===== config.mk =====
export PLATFORM = sky130hd
export DESIGN_NAME = pdr_regs
export DESIGN_NICKNAME = d
export VERILOG_FILES = /design/src/design/pdr_pkg.sv /design/src/design/pdr_regs.sv
export SDC_FILE = /design/constraint.sdc
export NUM_CORES = 1
export LEC_CHECK = 0
export BUFFER_PORTS_ARGS = -buffer_cell sky130_fd_sc_hd__buf_2
export CAP_MARGIN = 10
export CORE_MARGIN = 2
export CORE_UTILIZATION = 40
export CTS_BUF_LIST = sky130_fd_sc_hd__clkbuf_8
export DETAILED_ROUTE_END_ITERATION = 16
export PLACE_DENSITY = 0.74
export SYNTH_ARGS = -nofsm -noshare
export SYNTH_HDL_FRONTEND = slang
export SYNTH_SLANG_ARGS = --single-unit
export TNS_END_PERCENT = 1

===== constraint.sdc =====
create_clock -name core_clk_i -period 1.4 [get_ports core_clk_i]
set_input_delay 0.14 -clock core_clk_i [delete_from_list [all_inputs] [get_ports core_clk_i]]
set_output_delay 0.14 -clock core_clk_i [all_outputs]
set_load 0.005 [all_outputs]

===== src/design/pdr_pkg.sv =====
// Purpose: Shared constants and carriers for the detail-status and 10M operations registers
// Assumes: Register addresses are the 5-bit management register numbers
// Notes:   Every offset and field position is named once here, and each reset value except those of the event flags, tmux_out and rvalid
package pdr_pkg;

  // Register numbers on the management port
  localparam logic [4:0] ADDR_QPOLL     = 5'h11;
  localparam logic [4:0] ADDR_TBT_OPS   = 5'h12;
  localparam logic [4:0] ADDR_VENDOR_LO = 5'h19;
  localparam logic [4:0] ADDR_VENDOR_HI = 5'h1f;

  // Quick-poll detail status field positions
  localparam int QP_AN_LSB        = 11;
  localparam int QP_FALSE_CARRIER = 8;
  localparam int QP_HALT          = 6;
  localparam int QP_PREMATURE     = 5;
  localparam int QP_REMOTE_FAULT  = 1;

  // tenbase_t_operations field positions
  localparam int OPS_BUS_MODE_LSB = 12;
  localparam int OPS_RX_FLOAT     = 10;
  localparam int OPS_VENDOR_GATE  = 9;
  localparam int OPS_TEST_MUX     = 8;

  // Data-bus mode encodings; 2'h2 and 2'h3 are unsupported
  localparam logic [1:0] BUS_MODE_MII = 2'h0;
  localparam logic [1:0] BUS_MODE_SI  = 2'h1;

  // Reset values
  localparam logic [2:0]  RST_AN_PROG     = 3'h0;
  localparam logic [1:0]  RST_BUS_MODE    = 2'h0;
  localparam logic        RST_RX_FLOAT    = 1'h0;
  localparam logic        RST_VENDOR_GATE = 1'h0;
  localparam logic        RST_TEST_MUX    = 1'h0;
  localparam logic [15:0] RST_RDATA       = 16'h0000;

  // Receive-side events that latch high
  typedef struct packed {
    logic false_carrier;
    logic halt_symbol;
    logic premature_end;
    logic remote_fault;
  } pdr_events_s;

  // Strap levels, caught when the strap sample strobe fires
  typedef struct packed {
    logic rx_tri;
    logic serial_if;
    logic rx_float;
    logic vendor_gate;
  } pdr_strap_s;

  // Whole register state of the block
  typedef struct packed {
    logic [2:0]  an_prog;
    pdr_events_s ev;
    logic [1:0]  bus_mode;
    logic        rx_float;
    logic        vendor_gate;
    logic        test_sel;
    logic        tmux_out;
    logic [15:0] rdata;
    logic        rvalid;
  } pdr_state_s;

endpackage


===== src/design/pdr_regs.sv =====
// Purpose: Quick-poll detail status bits 13 to 1 and tenbase_t_operations upper half
// Assumes: Management frame decoding happens upstream and arrives as read/write strobes
// Notes:   Contract
// Contract
// - Auto-negotiation progress bit 0 reads at 17.11, read-only, reset 0.
// - Progress bits 2 and 1 read at 17.13 and 17.12, read-only, reset 0.
// - False carrier sets 17.8, held high until read; otherwise 0.
// - Halt symbol on receive sets 17.6, latching high, reset 0.
// - Premature end with two idles sets 17.5, latching high.
// - Remote fault sets 17.1, latching high, read-only, reset 0.
// - 18.13 is read-only, loaded from receive tri-state strap at sampling.
// - 18.12 loaded from serial strap; field 00 MII, 01 serial, 1x unsupported.
// - 18.10 high floats MII receive outputs; low drives them; strap reset.
// - 18.9 low permits vendor registers 25 to 31; high blocks them.
// - 18.8 read-write, reset 0, picks test mux a over test mux b.
`timescale 1ns/1ps

module pdr_regs (
  input  wire logic               core_clk_i,
  input  wire logic               resetn_i,
  input  wire logic               mgmt_rd_i,
  input  wire logic               mgmt_wr_i,
  input  wire logic [4:0]         mgmt_addr_i,
  input  wire logic [15:0]        mgmt_wdata_i,
  output logic      [15:0]        mgmt_rdata_o,
  output logic                    mgmt_rvalid_o,
  output logic                    vendor_access_ok_o,
  input  wire logic [2:0]         an_progress_i,
  input  wire pdr_pkg::pdr_events_s events_i,
  input  wire logic               strap_sample_i,
  input  wire pdr_pkg::pdr_strap_s strap_i,
  output logic                    mii_rx_oe_o,
  output logic                    test_mux_select_o,
  input  wire logic               test_mux_a_i,
  input  wire logic               test_mux_b_i,
  output logic                    test_mux_o
);

  logic [1:0]          rst_sync;
  logic                rst_n;
  pdr_pkg::pdr_state_s q;
  pdr_pkg::pdr_state_s next_q;
  logic                rd_qp;
  logic                wr_ops;

  // True for the vendor-reserved register range
  function automatic logic is_vendor(input logic [4:0] a);
    is_vendor = (a >= pdr_pkg::ADDR_VENDOR_LO) && (a <= pdr_pkg::ADDR_VENDOR_HI);
  endfunction

  // Latch-high update; a new event beats the clear-on-read in the same cycle
  function automatic logic latch_hi(input logic cur, input logic ev, input logic clr);
    latch_hi = ev | (cur & ~clr);
  endfunction

  // Reset release through two flops so the release is clean on our clock
  always_ff @(posedge core_clk_i or negedge resetn_i)
  begin
    if (!resetn_i)
      rst_sync <= 2'h0;
    else
      rst_sync <= {rst_sync[0], 1'b1};
  end
  assign rst_n = rst_sync[1];

  assign rd_qp  = mgmt_rd_i && (mgmt_addr_i == pdr_pkg::ADDR_QPOLL);
  assign wr_ops = mgmt_wr_i && (mgmt_addr_i == pdr_pkg::ADDR_TBT_OPS);

  // Next-state logic for the whole register set
  always_comb
  begin
    next_q = q;
    next_q.an_prog = an_progress_i;
    next_q.ev.false_carrier = latch_hi(q.ev.false_carrier, events_i.false_carrier, rd_qp);
    next_q.ev.halt_symbol   = latch_hi(q.ev.halt_symbol, events_i.halt_symbol, rd_qp);
    next_q.ev.premature_end = latch_hi(q.ev.premature_end, events_i.premature_end, rd_qp);
    next_q.ev.remote_fault  = latch_hi(q.ev.remote_fault, events_i.remote_fault, rd_qp);
    // Writable control bits; bus mode bits ignore writes
    if (wr_ops)
    begin
      next_q.rx_float    = mgmt_wdata_i[pdr_pkg::OPS_RX_FLOAT];
      next_q.vendor_gate = mgmt_wdata_i[pdr_pkg::OPS_VENDOR_GATE];
      next_q.test_sel    = mgmt_wdata_i[pdr_pkg::OPS_TEST_MUX];
    end
    // Strap sampling wins over a write in the same cycle, as it models power-up
    if (strap_sample_i)
    begin
      next_q.bus_mode    = {strap_i.rx_tri, strap_i.serial_if};
      next_q.rx_float    = strap_i.rx_float;
      next_q.vendor_gate = strap_i.vendor_gate;
    end
    next_q.tmux_out = q.test_sel ? test_mux_a_i : test_mux_b_i;
    // Read data: present value of the register, reserved bits read zero
    next_q.rvalid = mgmt_rd_i;
    next_q.rdata  = pdr_pkg::RST_RDATA;
    if (mgmt_rd_i)
    begin
      case (mgmt_addr_i)
        pdr_pkg::ADDR_QPOLL:
        begin
          next_q.rdata[pdr_pkg::QP_AN_LSB +: 3]        = q.an_prog;
          next_q.rdata[pdr_pkg::QP_FALSE_CARRIER]      = q.ev.false_carrier;
          next_q.rdata[pdr_pkg::QP_HALT]               = q.ev.halt_symbol;
          next_q.rdata[pdr_pkg::QP_PREMATURE]          = q.ev.premature_end;
          next_q.rdata[pdr_pkg::QP_REMOTE_FAULT]       = q.ev.remote_fault;
        end
        pdr_pkg::ADDR_TBT_OPS:
        begin
          next_q.rdata[pdr_pkg::OPS_BUS_MODE_LSB +: 2] = q.bus_mode;
          next_q.rdata[pdr_pkg::OPS_RX_FLOAT]          = q.rx_float;
          next_q.rdata[pdr_pkg::OPS_VENDOR_GATE]       = q.vendor_gate;
          next_q.rdata[pdr_pkg::OPS_TEST_MUX]          = q.test_sel;
        end
        default:
          next_q.rdata = pdr_pkg::RST_RDATA; // Unmapped or vendor space reads zero here
      endcase
    end
  end

  // State register
  always_ff @(posedge core_clk_i or negedge rst_n)
  begin
    if (!rst_n)
    begin
      q.an_prog     <= pdr_pkg::RST_AN_PROG;
      q.ev          <= '0;
      q.bus_mode    <= pdr_pkg::RST_BUS_MODE;
      q.rx_float    <= pdr_pkg::RST_RX_FLOAT;
      q.vendor_gate <= pdr_pkg::RST_VENDOR_GATE;
      q.test_sel    <= pdr_pkg::RST_TEST_MUX;
      q.tmux_out    <= 1'b0;
      q.rdata       <= pdr_pkg::RST_RDATA;
      q.rvalid      <= 1'b0;
    end
    else
      q <= next_q;
  end

  // Outputs; vendor grant is combinational so the upstream decoder can act this cycle
  assign mgmt_rdata_o       = q.rdata;
  assign mgmt_rvalid_o      = q.rvalid;
  assign mii_rx_oe_o        = ~q.rx_float;
  assign test_mux_select_o  = q.test_sel;
  assign test_mux_o         = q.tmux_out;
  assign vendor_access_ok_o = (mgmt_rd_i | mgmt_wr_i) & is_vendor(mgmt_addr_i)
                              & ~q.vendor_gate;
endmodule


# Word-level counts from Yosys, hierarchy flattened
# Index checks and enable logic that the tools add are counted.
[word_totals] ff_bits=32 output_inout_bits=21 word_cells=45
[op_classes] n_lt_le_gt_ge=2 eq_ne=2 n_mux=10 n_bitwise=14 n_reduce_logical=4
[op_table] cell="two-way mux 14 bit" n=1
[op_table] cell="== test 5 bit, second input constant" n=2
[op_table] cell="bitwise AND 1 bit" n=6
[op_table] cell="two-way mux 2 bit" n=3
[op_table] cell="greater-or-equal comparator 5 bit, second input constant" n=1
[op_table] cell="<= comparator 5 bit, second input constant" n=1
[op_table] cell="bitwise OR 1 bit" n=5
[op_table] cell="one-hot mux 2 bit (2 select lines)" n=1
[op_table] cell="logical AND 1 bit" n=3
[op_table] cell="two-way mux 1 bit" n=3
[op_table] cell="two-way mux 3 bit" n=1
[op_table] cell="NOT 1 bit" n=3
[op_table] cell="one-hot mux 1 bit (2 select lines)" n=1
[op_table] cell="nonzero test 2 bit" n=1

# Logic depth before layout (Yosys ltp)
# Gate-level depths: netlist of run 1.
[logic_depth] depth_word=5 depth_mapped=4 mapped_depth_nobuf=3

# Worst setup path before layout of run 1
# OpenSTA, ideal clock, no wires.
[synth_path] path_type="input-to-reg" from="input port mgmt_addr_i[2]" to="register q, in the netlist test_mux_select_o" t_arrival_ps=955 required_ps=1273 setup_slack_ps=318 stages=3 path_buffers=0 path_cell_list="or3b_1 nor2_1 mux2_1"
[synth_via] elab_chain_cells=2
[synth_rtl] item="from (decl)" line_no="pdr_regs.sv:23" source="input wire logic [4:0] mgmt_addr_i,"
[synth_rtl] item="== test 5 bit" line_no="pdr_regs.sv:67" source="assign wr_ops = mgmt_wr_i && (mgmt_addr_i == pdr_pkg::ADDR_TBT_OPS);"
[synth_rtl] item="logical AND 1 bit" line_no="pdr_regs.sv:67"
[synth_rtl] item="to (signal assigned)" line_no="pdr_regs.sv:136" source="q <= next_q;"
[synth_rtl] item="to (decl)" line_no="pdr_regs.sv:41" source="pdr_pkg::pdr_state_s q;"
# Every way passes these cells.
# A chain may end at the register's enable or synchronous reset.

# Worst setup path in the final report of run 1
[layout_path] from="register q[19] (netlist name)" to="output port vendor_access_ok_o"
[layout_via] elab_chain_cells=2
[layout_rtl] item="NOT 1 bit" line_no="pdr_regs.sv:146" source="& ~q.vendor_gate;"
[layout_rtl] item="bitwise AND 1 bit" line_no="pdr_regs.sv:146"
[layout_rtl] item="to (decl)" line_no="pdr_regs.sv:27" source="output logic vendor_access_ok_o,"
# Every way passes these cells.

==> metrics.cfg, run 1 <==
[setup_path]
crit_path_end_kind = output port
rr_worst_depth = 1
worst_ep_required_time_ps = 1260
worst_r2r_endpoint = test_mux_o
rr_startpoint = test_mux_select_o
path_class = reg -> out
start_kind = flop
r2r_slack_ps = 550
arrival_ps = 960
cp_max_fo = 3

[sta]
drv_slew = 0
totalNegativeSetupSlack_ps = 0
period_share = 0.785
skew_ps = 0.872
rsz0062_at_grt = no
setup_viol = 0
max_freq_mhz = 910
post-route-min-period_ps = 1100
hold_viol = 0

[yosys]
synth_cell_types = 22
syn_inst = 81
synth_compound_area_frac = 0.0979
syn-cell-area_sq_um = 1030
yosys.area_share.simple = 0.120
yosysSeqAreaShare = 0.605
avgSynthCellArea_sq_um = 12.8
yosysWarnings = 0
synth_top_family_by_area = buffers and inverters
synth_xor_xnor_area_share = 0
synthMuxAreaShare = 0.0435
synth_adder_area_share = 0
synth-seq-cells = 25

[clock_network]
cts-root-buf = clkbuf_8
cts_resized = 0
clk_latency_ps = 250
cts_buffers = 3
cts_hold_buf = 4
clockBufferDepth = 2
cts_sinks = 25
clkTransAtPathRegs_ps = 70
cts_setup_buffers = 0
cts_tree = yes
htreeDepth = 1

[final_layout]
filler_cell_count = 226
drive_gt1_frac = 0.398
area_growth_pct = 21.3
final_cell_mix = buf_2, dfrtp_1, conb_1
fin_nets = 158
final_common_cell = buf_2
antenna_cells = 0

[place]
numPortBuffers = 39
gp_congestion = 0.810
post-dp-hpwl_mm = 1.35

[routing]
firstDrtPassIters = 3
drt_iter0_drc = 2
drt_wl_total_mm = 1.65
viasPerCell = 4.53
antenna_left = 0
vias = 670
routedWlPerCell_microns = 11.2
drc = 0

[worst_hold_path]
hold_end = mgmt_rvalid_o
min_from = mgmt_rd_i
min_path_cells = 1
hp-class = in -> reg

[floorplanning]
start_util = 0.422
die_h_microns = 54.9
fp-row-count = 18
io_pins = 60
core-area_sq_um = 2450
die_x_microns = 54.9
die_area_sq_um = 3010

[power]
p_int_mw = 1.02
swShare = 0.208
pwr-share-clk = 0.298
comb_power_share = 0.104
cellPowerDensity_nw_per_um2 = 1030
cellLeakagePower_nw = 0.643
p_seq_frac = 0.598
total_power_mw = 1.29
peakVddDrop_mv = 0.707
switching_power_mw = 0.268

[grt]
grt_pass1_vias = 617
grt_pass1_wl_mm = 2.58
gr-total-overflow = 0
grt_max_degree = 24
antenna_found_initial = 0
track_usage = 0.120

[outcome]
outcome = complete, no violations

[job]
max-cap-violations = 0

kinds of logic (layout without fill, tap and decap cells):
group	Yosys count	in the layout
mux	4	4
buf+inv	18	49
compound gates	14	14
flops	25	25
simple gates	18	18
other cells	2	8
synthesized netlist by cell type:
master	instances	share of area
dfrtp_1	25	0.60
buf_4	17	0.12
and2_1	6	0.036
a21o_1	4	0.029
a22o_1	3	0.025
mux2_2	3	0.033
nor2b_1	3	0.018
a21oi_1	2	0.0097
a41oi_1	2	0.017
conb_1	2	0.0073
nor3_1	2	0.0097
o21ai_0	2	0.0097
and3_1	1	0.0060
and4b_1	1	0.0097
inv_1	1	0.0036
mux2_1	1	0.011
nand3b_1	1	0.0073
nand4b_1	1	0.0085
nor2_1	1	0.0036
nor3b_2	1	0.012
o211ai_1	1	0.0073
or3b_1	1	0.0085
area by class of cell:
cell class | instances | area [sq um] | area share
clock inverters | 1 | 3.75 | 0.00299
flip-flops and latches | 25 | 626 | 0.499
repair buffers | 44 | 243 | 0.193
clock buffers | 3 | 41.3 | 0.0329
well taps | 30 | 37.5 | 0.0299
inverters | 1 | 3.75 | 0.00299
multi-input cells | 44 | 300 | 0.239
per-layer routing:
metal | vias to the layer above | global-route usage | routed length [microns]
met4 | 0 | 0.0250 | 0
met2 | 34 | 0.194 | 824
met1 | 306 | 0.156 | 684
met3 | 0 | 0.0410 | 145
li1 | 330 | - | -
met5 | - | 0 | 0
registers in the layout (all words and copies together), names as in the netlist:
name,flops
mgmt_rdata_o,9
mgmt_rvalid_o,1
q,11
rst_sync,2
test_mux_o,1
test_mux_select_o,1
critical path, cell delays in order, from the launching register on:
cell and delay, ps:
dfrtp_1 400, nor3_1 180, buf_2 130
stage by stage:
step                area [sq um]  hold slack [ps]   util  cells  setup WS [ps]
floorplan                   1060             -156      -     87            318
global placement            1170            -74.5  0.477    140            124
detailed placement          1170            -73.0  0.477    140            112
CTS                         1250             42.5  0.511    148            283
global route                1250             39.4  0.511    148            211
finish                      1250             56.0  0.511    148            301
power by group through the flow:
| stage | sequential, mW | combinational (mW) | clock [mW] |
|---|---|---|---|
| floorplan | 0.793 | 0.0622 | 0 |
| global placement | 0.786 | 0.122 | 0 |
| detailed placement | 0.787 | 0.127 | 0 |
| CTS | 0.772 | 0.135 | 0.405 |
| global route | 0.777 | 0.152 | 0.429 |
| finish | 0.772 | 0.134 | 0.384 |
worst max-delay path by stage:
stage                               from                 end  cells past startpoint
final                              q[19]  vendor_access_ok_o                      2
after global routing               q[19]  vendor_access_ok_o                      2
after CTS                          q[19]  vendor_access_ok_o                      2
after detailed placement  mgmt_addr_i[2]   test_mux_select_o                      4
after global placement    mgmt_addr_i[2]   test_mux_select_o                      4
after floorplan           mgmt_addr_i[2]   test_mux_select_o                      3
Note: power is estimated with default switching activity, not from simulation.
==> run 2: changes to the inputs <==
==> constraint.sdc (replaced) <==
create_clock -name core_clk_i -period 1.1 [get_ports core_clk_i]
set_input_delay 0.11 -clock core_clk_i [delete_from_list [all_inputs] [get_ports core_clk_i]]
set_output_delay 0.11 -clock core_clk_i [all_outputs]
set_load 0.005 [all_outputs]
==> metrics.cfg, run 2 (synthesis gave the netlist of run 1 again) <==
[place]
post-dp-hpwl_mm = 1.36  ; +0.71%
dpl.cell_count = 141  ; +0.71%
gp_congestion = 0.811  ; about the same
numPortBuffers = 39  ; unchanged
placed_cell_area_sq_um = 1180  ; +0.64%

[grt]
gr-usage-met1 = 0.150  ; -0.00552
grt_use_met3 = 0.0437  ; +0.00273
gr-usage-met2 = 0.196  ; +0.00198
grt_pass1_vias = 625  ; +1.3%
gr-total-overflow = 0  ; unchanged
grt_max_degree = 24  ; unchanged
antenna_found_initial = 0  ; unchanged
track_usage = 0.121  ; +0.00109
grt-busiest-layer = met2
grt_pass1_wl_mm = 2.56  ; -0.81%

[power]
cellPowerDensity_nw_per_um2 = 1310  ; +28%
peakVddDrop_mv = 0.728  ; +2.9%
total_power_mw = 1.67  ; +29%
cellLeakagePower_nw = 0.647  ; +0.60%

[clock_network]
cts_buffers = 3  ; unchanged
cts_tree = yes
clkTransAtPathRegs_ps = 80  ; about the same
htreeDepth = 1  ; unchanged
cts_setup_buffers = 0  ; unchanged
cts_sinks = 25  ; unchanged
cts-root-buf = clkbuf_8
clk_latency_ps = 260  ; about the same
clockBufferDepth = 2  ; unchanged

[sta]
skew_ps = 6.59  ; +5.72 ps
period_share = 0.922
max_freq_mhz = 986
rsz0062_at_grt = no
hold_viol = 0  ; unchanged
drv_slew = 0  ; unchanged
post-route-min-period_ps = 1010
holdWs_ps = 20.6  ; -35.5 ps
setup_viol = 0  ; unchanged

[routing]
vias = 695  ; +3.7%
drt_iter0_drc = 1  ; -1
viasPerCell = 4.66  ; +3.0%
antenna_left = 0  ; unchanged
drc = 0  ; unchanged
routedWlPerCell_microns = 11.5  ; +3.1%
drt_wl_total_mm = 1.72  ; +3.8%
firstDrtPassIters = 3  ; unchanged

[final_layout]
top_register = q
filler_cell_count = 249  ; +10%
final_cell_mix = buf_2, dfrtp_1, conb_1
fin_nets = 159  ; +0.63%
largest_reg_flops = 11  ; unchanged
antenna_cells = 0  ; unchanged
fin_util = 0.517  ; +0.00561
layout.cells.non_filler = 149  ; +0.68%
drive_gt1_frac = 0.420  ; +0.0219
final_common_cell = buf_2
area_growth_pct = 22.6
fin_area_sq_um = 1270  ; +1.1%

[setup_path]
cp_cell_sequence = nor3_2 > buf_2
cp_slowest_cell = dfrtp_1
arrival_ps = 900  ; -60 ps
cp_max_fo = 3  ; unchanged
crit_path_end_kind = output port
path_class = reg -> out
slowest_delay_ps = 410  ; about the same
rr_startpoint = test_mux_select_o
crit_start = q[19]
worst_ep_required_time_ps = 990  ; -270 ps
start_kind = flop

[outcome]
outcome = complete, no violations

[floorplanning]
core-area_sq_um = 2450  ; unchanged
fp-row-count = 18  ; unchanged
start_util = 0.422  ; unchanged
die_x_microns = 54.9  ; unchanged
die_area_sq_um = 3010  ; unchanged
die_h_microns = 54.9  ; unchanged
io_pins = 60  ; unchanged

[job]
max-cap-violations = 0  ; unchanged

[worst_hold_path]
hp-class = in -> reg
min_from = mgmt_rd_i

## run 2: cell count changes in the layout (fill, tap and decap cells not counted)
cell      change
buf_4         +1
nor3_2        +1
nor3_1        -1
inv_1         -1
clkinv_2      +1
## run 2: critical path: cells and delay by family (launching register included)
family                 cells  cell delay (ps)
flip-flops                 1              410
AND/OR/NAND/NOR            1              110
buffers and inverters      1              130
## run 2: worst paths after layout
| path | end | slack, ps | cells past startpoint |
|---|---|---|---|
| max in group asynchronous | test_mux_o | 660 | 1 |
| worst min register to register | mgmt_rdata_o[5] | 220 | 1 |
| min in group asynchronous | rst_sync[0] | 160 | 2 |
| worst min-delay path | mgmt_rvalid_o | 20 | 1 |
| worst max register to register | test_mux_o | 260 | 1 |
| worst max-delay path | vendor_access_ok_o | 90 | 2 |
## run 2: power by group
group | total [mW] | internal [mW] | switching, mW
Combinational | 0.173 | 0.0944 | 0.0783
Sequential | 0.984 | 0.961 | 0.0233
Clock | 0.510 | 0.252 | 0.258
## run 2: what timing repair did
action,4_1_cts,5_1_grt
resized for setup,1,0
endpoints found under the setup margin,1,1
hold buffers,4,0
pin swaps,0,1
endpoints found under the hold margin,5,0
## run 2: layer usage
layer	share of wire	wire length, microns	vias up
met5	0	0	-
met4	0.0058	10	0
met3	0.093	160	2
met2	0.50	860	37
met1	0.40	683	328
li1	-	-	328
## run 2: area by class of cell
cell class              instances  area (sq um)  area share
repair buffers                 45           250       0.197
multi-input cells              44           305       0.241
inverters                       1          3.75     0.00296
flip-flops and latches         25           626       0.493
clock inverters                 1          5.00     0.00394
well taps                      30          37.5      0.0296
clock buffers                   3          41.3      0.0325
## run 2: stage by stage
step	worst slack, ps	TNS (ps)
2_1_floorplan	47.9	0
3_3_place_gp	-147	-184
3_5_place_dp	-162	-305
4_1_cts	5.64	0
5_1_grt	44.8	0
6_report	86.2	0
==> run 3: changes to the inputs <==
--- a/config.mk
+++ b/config.mk
@@ -12,6 +12,7 @@
 export CTS_BUF_LIST = sky130_fd_sc_hd__clkbuf_8
 export DETAILED_ROUTE_END_ITERATION = 16
 export PLACE_DENSITY = 0.74
+export SETUP_SLACK_MARGIN = 0.1
 export SYNTH_ARGS = -nofsm -noshare
 export SYNTH_HDL_FRONTEND = slang
 export SYNTH_SLANG_ARGS = --single-unit
==> metrics.cfg, run 3 (synthesis gave the netlist of run 1 again) <==
[final_layout]
final_cell_mix = buf_2, dfrtp_1, conb_1
fin_nets = 158  ; -0.63%
final_common_cell = buf_2
area_growth_pct = 21.9
antenna_cells = 0  ; unchanged
filler_cell_count = 231  ; -7.2%
fin_area_sq_um = 1260  ; -0.59%
largest_reg_flops = 11  ; unchanged
top_register = q
drive_gt1_frac = 0.415  ; -0.00491
layout.cells.non_filler = 148  ; -0.67%

[place]
gp_congestion = 0.781  ; -3.7%
pre_cts_slack_ps = -132  ; +29.9 ps
numPortBuffers = 39  ; unchanged
placed_cell_area_sq_um = 1170  ; -0.64%
post-dp-hpwl_mm = 1.34  ; -1.4%
dpl.cell_count = 140  ; -0.71%

[routing]
antenna_left = 0  ; unchanged
routedWlPerCell_microns = 11.5  ; +0.21%
drt_wl_total_mm = 1.71  ; -0.47%
firstDrtPassIters = 4  ; +1
vias = 671  ; -3.5%
viasPerCell = 4.53  ; -2.8%
drt_iter0_drc = 3  ; +2
drc = 0  ; unchanged

[clock_network]
htreeDepth = 1  ; unchanged
cts_buffers = 3  ; unchanged
clockBufferDepth = 2  ; unchanged
cts-root-buf = clkbuf_8
clk_latency_ps = 260  ; about the same
cts_tree = yes
cts_sinks = 25  ; unchanged
clkTransAtPathRegs_ps = 80  ; about the same
cts_setup_buffers = 0  ; unchanged

[grt]
gr-usage-met1 = 0.140  ; -0.0105
grt-busiest-layer = met2
grt_pass1_wl_mm = 2.48  ; -3.2%
grt_use_met3 = 0.0301  ; -0.0137
track_usage = 0.118  ; -0.00347
grt_pass1_vias = 604  ; -3.4%
gr-total-overflow = 0  ; unchanged
antenna_found_initial = 0  ; unchanged
grt_max_degree = 24  ; unchanged
gr-usage-met2 = 0.194  ; -0.00198

[floorplanning]
io_pins = 60  ; unchanged
die_h_microns = 54.9  ; unchanged
start_util = 0.422  ; unchanged
core-area_sq_um = 2450  ; unchanged
die_area_sq_um = 3010  ; unchanged
fp-row-count = 18  ; unchanged
die_x_microns = 54.9  ; unchanged

[sta]
skew_ps = 4.51  ; -2.08 ps
post-route-min-period_ps = 994  ; -19.8 ps
rsz0062_at_grt = yes
timing.final.ws_setup_ps = 106  ; +19.8 ps
drv_slew = 0  ; unchanged
setup_viol = 0  ; unchanged
max_freq_mhz = 1010  ; +2.0%
holdWs_ps = 22.7  ; +2.18 ps
period_share = 0.904  ; -0.0180
hold_viol = 0  ; unchanged

[worst_hold_path]
hp-class = in -> reg

[power]
cellLeakagePower_nw = 0.642  ; -0.74%
peakVddDrop_mv = 0.687  ; -5.6%
cellPowerDensity_nw_per_um2 = 1310  ; -0.13%

[setup_path]
worst_ep_required_time_ps = 990  ; about the same
start_kind = flop
arrival_ps = 880  ; -20 ps
path_class = reg -> out
crit_path_end_kind = output port
cp_max_fo = 3  ; unchanged

[job]
max-cap-violations = 0  ; unchanged

[outcome]
outcome = complete, no violations

run 3: cell types whose count changed in the layout (fill, tap and decap cells not counted), sizes merged:
cell	before	now
buf	41	40
run 3: area by class of cell:
type,instances,area (sq um),area share
flip-flops and latches,25,626,0.496
multi-input cells,44,305,0.242
repair buffers,44,243,0.192
clock buffers,3,41.3,0.0327
well taps,30,37.5,0.0298
clock inverters,1,5.00,0.00397
inverters,1,3.75,0.00298
run 3: worst max-delay path, cell delays in order (launching register included):
cell and delay, ps:
dfrtp_1 400, nor3_2 100, buf_2 130
run 3: stage by stage:
| step | TNS (ps) | total power [mW] | utilization |
|---|---|---|---|
| global route | 0 | 1.74 | 0.514 |
| finish | 0 | 1.65 | 0.514 |
| floorplan | 0 | 1.09 | - |
| detailed placement | -510 | 1.16 | 0.477 |
| CTS | 0 | 1.69 | 0.512 |
| global placement | -138 | 1.15 | 0.477 |
run 3: where the power goes:
group	internal, mW	leakage [nW]	switching, mW	total, mW
sequential	0.961	0.301	0.0229	0.984
clock	0.252	0.0255	0.249	0.501
combinational	0.0922	0.316	0.0780	0.170
run 3: final timing paths:
path | from | to | slack [ps] | depth (start not counted)
max in group asynchronous | rst_sync[1] | mgmt_rdata_o[10] | 660 | 1
worst min register to register | rst_sync[1] | mgmt_rdata_o[5] | 220 | 1
min in group asynchronous | resetn_i | rst_sync[0] | 160 | 2
worst min-delay path | events_i[0] | q[23] | 20 | 2
worst max-delay path | q[19] | vendor_access_ok_o | 110 | 2
worst max register to register | test_mux_select_o | test_mux_o | 250 | 1
run 3: timing repair:
item	CTS	global route
endpoints found under the hold margin	5	0
gates resized for setup	0	1
hold buffers	4	0
pin swaps	1	0
setup endpoints to repair	1	1
run 3: metal layers:
| layer | vias up | wire length [microns] |
|---|---|---|
| li1 | 325 | - |
| met4 | 0 | 19 |
| met1 | 311 | 669 |
| met3 | 2 | 152 |
| met5 | - | 0 |
| met2 | 33 | 866 |
